==> config.mk <==
export PLATFORM = sky130hd
export DESIGN_NAME = tth_top
export DESIGN_NICKNAME = d
export VERILOG_FILES = /design/src/logic/tth_pkg.sv /design/src/logic/tth_sync.sv /design/src/logic/tth_duty.sv /design/src/logic/tth_top.sv
export SDC_FILE = /design/constraint.sdc
export NUM_CORES = 1
export LEC_CHECK = 0
export BUFFER_PORTS_ARGS = -buffer_cell sky130_fd_sc_hd__buf_2
export CORE_UTILIZATION = 49
export DETAILED_ROUTE_END_ITERATION = 10
export PLACE_DENSITY_LB_ADDON = 0.15
export SKIP_CTS_REPAIR_TIMING = 1
export SYNTH_ARGS = -nofsm -noshare
export SYNTH_HDL_FRONTEND = slang
export SYNTH_SLANG_ARGS = --single-unit
==> constraint.sdc <==
create_clock -name pclk -period 2.19 [get_ports pclk]
set_input_delay 0.3285 -clock pclk [delete_from_list [all_inputs] [get_ports pclk]]
set_output_delay 0.3285 -clock pclk [all_outputs]
set_load 0.03 [all_outputs]
==> src/logic/tth_pkg.sv <==
// Purpose: Shared constants and types for the thermal throttle block.
// Assumes: 10 MHz pclk, APB with 32-bit data and 12-bit byte address.
// Notes: All offsets, reset values and timing counts live here.
`default_nettype none
package tth_pkg;
	localparam int unsigned CLK_PERIOD_NS = 100;
	localparam int unsigned NUM_CORES = 2;

	// Register byte addresses
	localparam logic [11:0] ADDR_CTRL = 12'h000;
	localparam logic [11:0] ADDR_STATUS = 12'h004;
	localparam logic [11:0] ADDR_MASK = 12'h008;
	localparam logic [11:0] ADDR_STATE = 12'h00c;

	// Status and mask bit positions
	localparam int unsigned ST_OVERHEAT = 0;
	localparam int unsigned ST_HOT_ASSERT = 1;
	localparam int unsigned ST_HOT_DEASSERT = 2;
	localparam int unsigned STATUS_W = 3;

	// Control register layout, high bits first
	typedef struct packed {
		logic irq_on_deassert;
		logic irq_on_assert;
		logic [1:0] ps_en;
		logic [1:0] cm_en;
	} tth_ctrl_type;
	localparam int unsigned CTRL_W = 6;
	localparam logic [5:0] CTRL_RST = 6'h0f;
	localparam logic [2:0] STATUS_RST = 3'h0;
	localparam logic [2:0] MASK_RST = 3'h0;

	// Throttle decision per core
	typedef struct packed {
		logic [1:0] modulate;
		logic [1:0] lowperf;
	} tth_throttle_type;

	// Persistence of a trip before the overheat flag latches
	localparam int unsigned OVERHEAT_TIME_NS = 100000;
	localparam int unsigned OVERHEAT_CYC = OVERHEAT_TIME_NS / CLK_PERIOD_NS;
	// Half period of the fixed 50% clock modulation
	localparam int unsigned MOD_HALF_TIME_NS = 1000;
	localparam int unsigned MOD_HALF_CYC = MOD_HALF_TIME_NS / CLK_PERIOD_NS;
endpackage
`default_nettype wire

==> src/logic/tth_sync.sv <==
// Purpose: Two-flop synchroniser for asynchronous levels.
// Assumes: Inputs are slow levels, no multi-bit coherence needed.
// Notes: First stage is read only by the second stage.
`timescale 1ns/1ns
`default_nettype none
module tth_sync #(
	parameter int unsigned W = 1,
	parameter logic [W-1:0] RST_VAL = '0
) (
	input wire logic pclk,
	input wire logic presetn,
	input wire logic [W-1:0] din,
	output logic [W-1:0] dout
);
	logic [W-1:0] meta_ff;
	logic [W-1:0] sync_ff;

	// Two stages against metastability
	always_ff @(posedge pclk or negedge presetn) begin
		if (!presetn) begin
			meta_ff <= RST_VAL;
			sync_ff <= RST_VAL;
		end else begin
			meta_ff <= din;
			sync_ff <= meta_ff;
		end
	end

	assign dout = sync_ff;
endmodule
`default_nettype wire

==> src/logic/tth_duty.sv <==
// Purpose: Fixed 50% on/off phase for core clock modulation.
// Assumes: Half period is MOD_HALF_CYC pclk cycles.
// Notes: Phase restarts in the on half whenever modulation stops.
`timescale 1ns/1ns
`default_nettype none
module tth_duty
	import tth_pkg::*;
(
	input wire logic pclk,
	input wire logic presetn,
	input wire logic run,
	output logic phase_off
);
	logic [7:0] cnt_ff;
	logic [7:0] nxt_cnt;
	logic off_ff;
	logic nxt_off;
	logic [7:0] off_len_ff;
	logic [7:0] nxt_off_len;

	// Equal on and off halves, so the duty cannot drift
	always_comb begin
		nxt_cnt = cnt_ff;
		nxt_off = off_ff;
		if (!run) begin
			nxt_cnt = 8'h00;
			nxt_off = 1'b0;
		end else if (cnt_ff == 8'(MOD_HALF_CYC - 1)) begin
			nxt_cnt = 8'h00;
			nxt_off = ~off_ff;
		end else begin
			nxt_cnt = cnt_ff + 8'h01;
		end
	end

	always_ff @(posedge pclk or negedge presetn) begin
		if (!presetn) begin
			cnt_ff <= 8'h00;
			off_ff <= 1'b0;
		end else begin
			cnt_ff <= nxt_cnt;
			off_ff <= nxt_off;
		end
	end

	assign phase_off = off_ff;

	// Length of the running off half; helper for the duty check only
	always_comb begin
		nxt_off_len = 8'h00;
		if (off_ff) begin
			nxt_off_len = off_len_ff + 8'h01;
		end
	end

	always_ff @(posedge pclk or negedge presetn) begin
		if (!presetn) begin
			off_len_ff <= 8'h00;
		end else begin
			off_len_ff <= nxt_off_len;
		end
	end
endmodule
`default_nettype wire

==> src/logic/tth_top.sv <==
// Purpose: Package-level thermal throttle control with a two-way hot alarm pin.
// Assumes: Sensor trips and the pin are asynchronous; APB on pclk at 10 MHz.
// Notes: Pin is open drain; the bench resolves its level from the enable.
// Summary of operation
// - Trip persisting under throttling latches sticky overheat flag and interrupts.
// - Hot alarm pin asserted while die reaches maximum temperature.
// - Control circuit active while pin asserted if a method enabled.
// - Interrupt selectable on pin asserting edge, deasserting edge, or both.
// - External pin assertion activates control circuit even when not hot.
// - One shared pin, driven when either core sensor trips.
// - Clock modulation only: modulate just the tripped core.
// - Performance-state throttling: both cores go to lowest state on trip.
// - External request, clock modulation on both cores: modulate both.
// - External request, performance state on both cores: both go lowest.
// - Modulation gates clocks with fixed 50% duty while active.
`timescale 1ns/1ns
`default_nettype none
module tth_top
	import tth_pkg::*;
(
	input wire logic pclk,
	input wire logic presetn,
	input wire logic psel,
	input wire logic penable,
	input wire logic pwrite,
	input wire logic [11:0] paddr,
	input wire logic [31:0] pwdata,
	output logic [31:0] prdata,
	output logic pready,
	output logic pslverr,
	input wire logic [1:0] core_trip,
	input wire logic hot_alarm_n_i,
	output logic hot_alarm_n_o,
	output logic hot_alarm_n_oe,
	output logic [1:0] core_clk_run,
	output logic [1:0] core_lowperf,
	output logic thermal_control_circuit,
	output logic irq
);
	logic [1:0] trip_s;
	logic pin_s;
	logic phase_off;

	// Sensor trips and pin level cross into pclk
	tth_sync #(.W(2), .RST_VAL(2'b00)) u_trip_sync (
		.pclk(pclk),
		.presetn(presetn),
		.din(core_trip),
		.dout(trip_s)
	);
	tth_sync #(.W(1), .RST_VAL(1'b1)) u_pin_sync (
		.pclk(pclk),
		.presetn(presetn),
		.din(hot_alarm_n_i),
		.dout(pin_s)
	);

	// Register state
	tth_ctrl_type ctrl_ff;
	tth_ctrl_type nxt_ctrl;
	logic [2:0] status_ff;
	logic [2:0] nxt_status;
	logic [2:0] mask_ff;
	logic [2:0] nxt_mask;
	logic [31:0] prdata_ff;
	logic [31:0] nxt_prdata;
	logic pready_ff;
	logic nxt_pready;
	logic pslverr_ff;
	logic nxt_pslverr;
	logic irq_ff;
	logic nxt_irq;

	// Pin and throttle state
	logic drive_ff;
	logic nxt_drive;
	logic [1:0] drive_hist_ff;
	logic [1:0] nxt_drive_hist;
	logic pin_low_d_ff;
	logic tcc_ff;
	logic nxt_tcc;
	logic [1:0] clk_run_ff;
	logic [1:0] nxt_clk_run;
	logic [1:0] lowperf_ff;
	logic [1:0] nxt_lowperf;
	logic [9:0] oh_cnt_ff;
	logic [9:0] nxt_oh_cnt;

	logic trip_any;
	logic ext_req;
	logic any_en;
	logic hot_rise;
	logic hot_fall;
	logic oh_set;
	tth_throttle_type thr;
	logic [2:0] set_ev;
	logic acc;
	logic wr;
	logic hit;

	// Own drive shows on pin_s two cycles later; mask that echo out
	assign trip_any = |trip_s;
	assign ext_req = ~pin_s & ~drive_hist_ff[1];
	assign any_en = |{ctrl_ff.cm_en, ctrl_ff.ps_en};
	assign hot_rise = ~pin_s & ~pin_low_d_ff;
	assign hot_fall = pin_s & pin_low_d_ff;

	// Throttle choice; performance state takes precedence over modulation
	always_comb begin
		thr = '0;
		if (trip_any && |ctrl_ff.ps_en) begin
			thr.lowperf = 2'b11;
		end else if (trip_any) begin
			thr.modulate = trip_s & ctrl_ff.cm_en;
		end
		if (ext_req && &ctrl_ff.ps_en) begin
			thr.lowperf = 2'b11;
		end else if (ext_req && &ctrl_ff.cm_en && !(trip_any && |ctrl_ff.ps_en)) begin
			thr.modulate = 2'b11;
		end
	end

	// Pin drive, control circuit and core outputs
	always_comb begin
		nxt_drive = trip_any;
		nxt_drive_hist = {drive_hist_ff[0], drive_ff};
		nxt_tcc = any_en & (trip_any | ext_req);
		nxt_lowperf = thr.lowperf;
		nxt_clk_run = ~(thr.modulate & {2{phase_off}});
	end

	always_ff @(posedge pclk or negedge presetn) begin
		if (!presetn) begin
			drive_ff <= 1'b0;
			drive_hist_ff <= 2'b00;
			pin_low_d_ff <= 1'b0;
			tcc_ff <= 1'b0;
			lowperf_ff <= 2'b00;
			clk_run_ff <= 2'b11;
		end else begin
			drive_ff <= nxt_drive;
			drive_hist_ff <= nxt_drive_hist;
			pin_low_d_ff <= ~pin_s;
			tcc_ff <= nxt_tcc;
			lowperf_ff <= nxt_lowperf;
			clk_run_ff <= nxt_clk_run;
		end
	end

	// Fixed-duty phase runs only while some core is modulated
	tth_duty u_duty (
		.pclk(pclk),
		.presetn(presetn),
		.run(|thr.modulate),
		.phase_off(phase_off)
	);

	// Overheat persistence counter; saturates, restarts when trip clears
	always_comb begin
		nxt_oh_cnt = oh_cnt_ff;
		oh_set = 1'b0;
		if (!(trip_any && any_en)) begin
			nxt_oh_cnt = 10'h000;
		end else if (oh_cnt_ff == 10'(OVERHEAT_CYC - 1)) begin
			oh_set = 1'b1;
		end else begin
			nxt_oh_cnt = oh_cnt_ff + 10'h001;
		end
	end

	always_ff @(posedge pclk or negedge presetn) begin
		if (!presetn) begin
			oh_cnt_ff <= 10'h000;
		end else begin
			oh_cnt_ff <= nxt_oh_cnt;
		end
	end

	// APB slave with no wait state; access phase always completes at once
	assign acc = psel & ~penable;
	assign wr = psel & penable & pwrite & pready_ff;
	assign hit = (paddr == ADDR_CTRL) | (paddr == ADDR_STATUS) | (paddr == ADDR_MASK) |
		(paddr == ADDR_STATE);
	assign set_ev = {hot_fall & ctrl_ff.irq_on_deassert, hot_rise & ctrl_ff.irq_on_assert,
		oh_set};

	always_comb begin
		nxt_ctrl = ctrl_ff;
		nxt_mask = mask_ff;
		nxt_pready = acc;
		nxt_pslverr = acc & ~hit;
		nxt_prdata = 32'h00000000;
		// Set wins over a write-one clear in the same cycle
		nxt_status = status_ff | set_ev;
		if (wr && paddr == ADDR_CTRL) begin
			nxt_ctrl = pwdata[CTRL_W-1:0];
		end
		if (wr && paddr == ADDR_MASK) begin
			nxt_mask = pwdata[STATUS_W-1:0];
		end
		if (wr && paddr == ADDR_STATUS) begin
			nxt_status = (status_ff & ~pwdata[STATUS_W-1:0]) | set_ev;
		end
		if (acc && !pwrite) begin
			case (paddr)
				ADDR_CTRL: begin
					nxt_prdata = {26'h0, ctrl_ff};
				end
				ADDR_STATUS: begin
					nxt_prdata = {29'h0, status_ff};
				end
				ADDR_MASK: begin
					nxt_prdata = {29'h0, mask_ff};
				end
				ADDR_STATE: begin
					nxt_prdata = {24'h000000, lowperf_ff, ext_req, drive_ff, trip_s, tcc_ff,
						~pin_s};
				end
				default: begin
					nxt_prdata = 32'h00000000;
				end
			endcase
		end
		nxt_irq = |(nxt_status & nxt_mask);
	end

	always_ff @(posedge pclk or negedge presetn) begin
		if (!presetn) begin
			ctrl_ff <= CTRL_RST;
			status_ff <= STATUS_RST;
			mask_ff <= MASK_RST;
			prdata_ff <= 32'h00000000;
			pready_ff <= 1'b0;
			pslverr_ff <= 1'b0;
			irq_ff <= 1'b0;
		end else begin
			ctrl_ff <= nxt_ctrl;
			status_ff <= nxt_status;
			mask_ff <= nxt_mask;
			prdata_ff <= nxt_prdata;
			pready_ff <= nxt_pready;
			pslverr_ff <= nxt_pslverr;
			irq_ff <= nxt_irq;
		end
	end

	assign prdata = prdata_ff;
	assign pready = pready_ff;
	assign pslverr = pslverr_ff;
	assign irq = irq_ff;
	assign hot_alarm_n_o = 1'b0 & drive_ff;
	assign hot_alarm_n_oe = drive_ff;
	assign core_clk_run = clk_run_ff;
	assign core_lowperf = lowperf_ff;
	assign thermal_control_circuit = tcc_ff;
endmodule
`default_nettype wire

==> run metrics <==
delay of the slowest cell on the worst path=about 530 ps; Die X=75.3 um; fin nets=roughly 340; Critical Path, Cell by Cell=buf_2, or4_4, nor4_4, and4bb_2, mux2_2, a221o_1; Final Hold Viols=0; count of state elements after synthesis=55; largest net degree at the start of global routing=29; Ys Warns=0; first-pass GRT wire length=7.64 mm; slew at the pin closest to its max-slew limit=625 ps; total CTS buffers=5; startpoint type of the worst setup path=input pin; Critical Path AT=around 2200 ps; # rows=26; CTS tree=done; I/O pins=94; Peak VDD IR=~0.0004 V; Final Cycle Share=between 80 and 90%; CP endpoint kind=flop; final WL=between 4 and 5 mm; Area Growth Syn to Fin=11.0%; CP Class=in -> reg; Antenna Cells=0; Syn Inst Count=246; clock latency on the worst-skew pair=300 ps; Peak Freq=509 MHz; status=finished, final reports clean; gr ovfl total=0; largest area contributor in the netlist=dfrtp_1; Final Wtd Congestion=approximately 0.83; Hold Crit Class=in -> async; MaxCap Viol Count=0; detailed placement HPWL=3.34 mm; Max-slew headroom=58.4%; R2R cell count=4; pwr/cell area=between 600 and 700 nW/um2; most common cell in the netlist=dfrtp_1; r2r endpoint=irq; fin area=2920 um2; ANT nets after route=0; vias in the first global route=1624; synth unique cells=45; area of the multi-input gates=1070 um2; leakage=1.38 nW; Layout Skew=4.55 ps; Tot GR Track Use=between 10% and 20%; worst reg-to-reg setup slack=470 ps; 1st-iter DRT viols=66; critical path's slowest cell=or4_4; drt drc=0; final setup fails=0; commonest cells in the netlist=47 x dfrtp_1, 31 x nor2_1, 27 x buf_4; dpl cell area=2820 um2; top post-synthesis cells by area=dfrtp_1 45%, dfstp_2 8.0%, buf_4 7.7%; WP data required=2380 ps; worst-case clock buffer depth=2; I/O Buffers=42; Post-synth ARST share=100%; top_reg_cell synth=dfrtp_1; RSZ-0062 raised after global routing=no; depth of the CTS H-tree=2; Yosys top cell area share=between 40 and 50%; share of cells above drive strength 1=26.9%; Overall Power=1.88 mW; Synth Cell Area=roughly 2600 um2; vias per cell=4.97; Core Box Area=5140 um2; Sequential cell area=1390 um2; Post-synth EDFFs=0; Die Area=about 5700 um2; Clock Sink Count=55; post-synthesis sequential area ratio=52.7%; Tmin final=1960 ps; Die Ht=~75 um; 1st-pass router iterations=4; r2r startpoint=pready; Critical path origin=paddr[9]; Root Buffer=clkbuf_8; critical path endpoint=irq; Starting Density=51.2%; per-cell routed wire length=12.6 um; Mapped Avg Cell Area=10.7 um2; initial antenna violation count=0; Max Slew Vio Count=0; Filler Cells Inserted=464; Clock Pin Slew Worst Setup and Hold Paths=90 ps; via count=1788; Worst Path Max Fanout=3
[worst min-delay path by stage]
stage / endpoint / slack [ps] / cells after the start
after floorplan: core_lowperf[0] / 30 / 0
after global placement: u_trip_sync.dout[1] / 330 / 0
after detailed placement: u_trip_sync.dout[0] / 340 / 0
after CTS: oh_cnt_ff[8] / 40 / 1
after global routing: oh_cnt_ff[8] / 60 / 1
final: oh_cnt_ff[8] / 30 / 1
[cell type report]
class                   instances  share of cell area, %
flip-flops and latches         55                   47.5
multi-input cells             175                   36.6
repair buffers                 46                   8.66
clock buffers                   8                   3.43
well taps                      70                   3.00
inverters                       6                  0.772
[power breakdown]
group	total [mW]	switching [mW]	internal (mW)
combinational	0.202	0.143	0.0585
sequential	1.09	0.0374	1.05
clock	0.591	0.302	0.289
total	1.88	0.483	1.40
[cell families after synthesis]
family                   Yosys count  share of synthesized area (%)
XOR/XNOR                          14                           4.66
AND/OR/NAND/NOR                   94                           18.8
multiplexers                      15                           6.09
adder cells (fa/ha/maj)            3                           1.43
buffers and inverters             40                           10.0
flip-flops                        55                           52.7
AO/OA/AOI/OAI                     24                           6.14
other                              1                          0.143
[flip-flops by register name, indices dropped and copies added (netlist names), 2 cells and up]
register and count:
prdata 7, u_trip_sync.meta_ff 2, ctrl_ff 6, mask_ff 3, drive_hist_ff 2, oh_cnt_ff 10, core_clk_run 2, u_duty.cnt_ff 8
u_trip_sync.dout 2, status_ff 3
[metrics by stage]
step	instances	TNS, ps	setup WS (ps)	hold slack (ps)	utilization (%)
after global routing	360	0	157	63.3	56.8
final	360	0	227	29.2	56.8
after global placement	352	-109	-109	331	54.8
after detailed placement	352	-113	-113	341	54.8
after floorplan	270	0	21.9	32.9	-
after CTS	360	0	237	40.1	56.8
[per-layer routing]
metal,wire (um),vias up,part of all wire (%),GRT usage (%)
li1,-,876,-,-
met1,2210,843,49,25.8
met2,2000,62,44,27.1
met3,262,7,5.8,5.35
met4,72,0,1.6,7.41
met5,0,-,0,0
[layout by cell type (no fill, tap or decap), types with 3 or more instances in the layout]
| master | n |
|---|---|
| nand2_1 | 14 |
| conb_1 | 25 |
| xor2_1 | 7 |
| nand4_1 | 7 |
| dfstp_2 | 8 |
| a21oi_1 | 7 |
| nand3_1 | 13 |
| buf_2 | 42 |
| dfrtp_1 | 47 |
| and3_1 | 4 |
| clkbuf_8 | 7 |
| ha_1 | 3 |
| or2_2 | 3 |
| inv_1 | 6 |
| mux2i_1 | 7 |
| nor3_1 | 5 |
| xnor2_1 | 7 |
| nor2_1 | 31 |
| o21ai_0 | 5 |
| o22a_1 | 3 |
| mux2_2 | 8 |
| buf_4 | 3 |
[critical path: cells and delay by family]
kind	cells	cell delay, ps
AOI/OAI and AO/OA	1	310
buffers and inverters	1	100
muxes	1	350
and+or+nand+nor	3	1060
No activity file was read; power rests on OpenSTA's default activity.
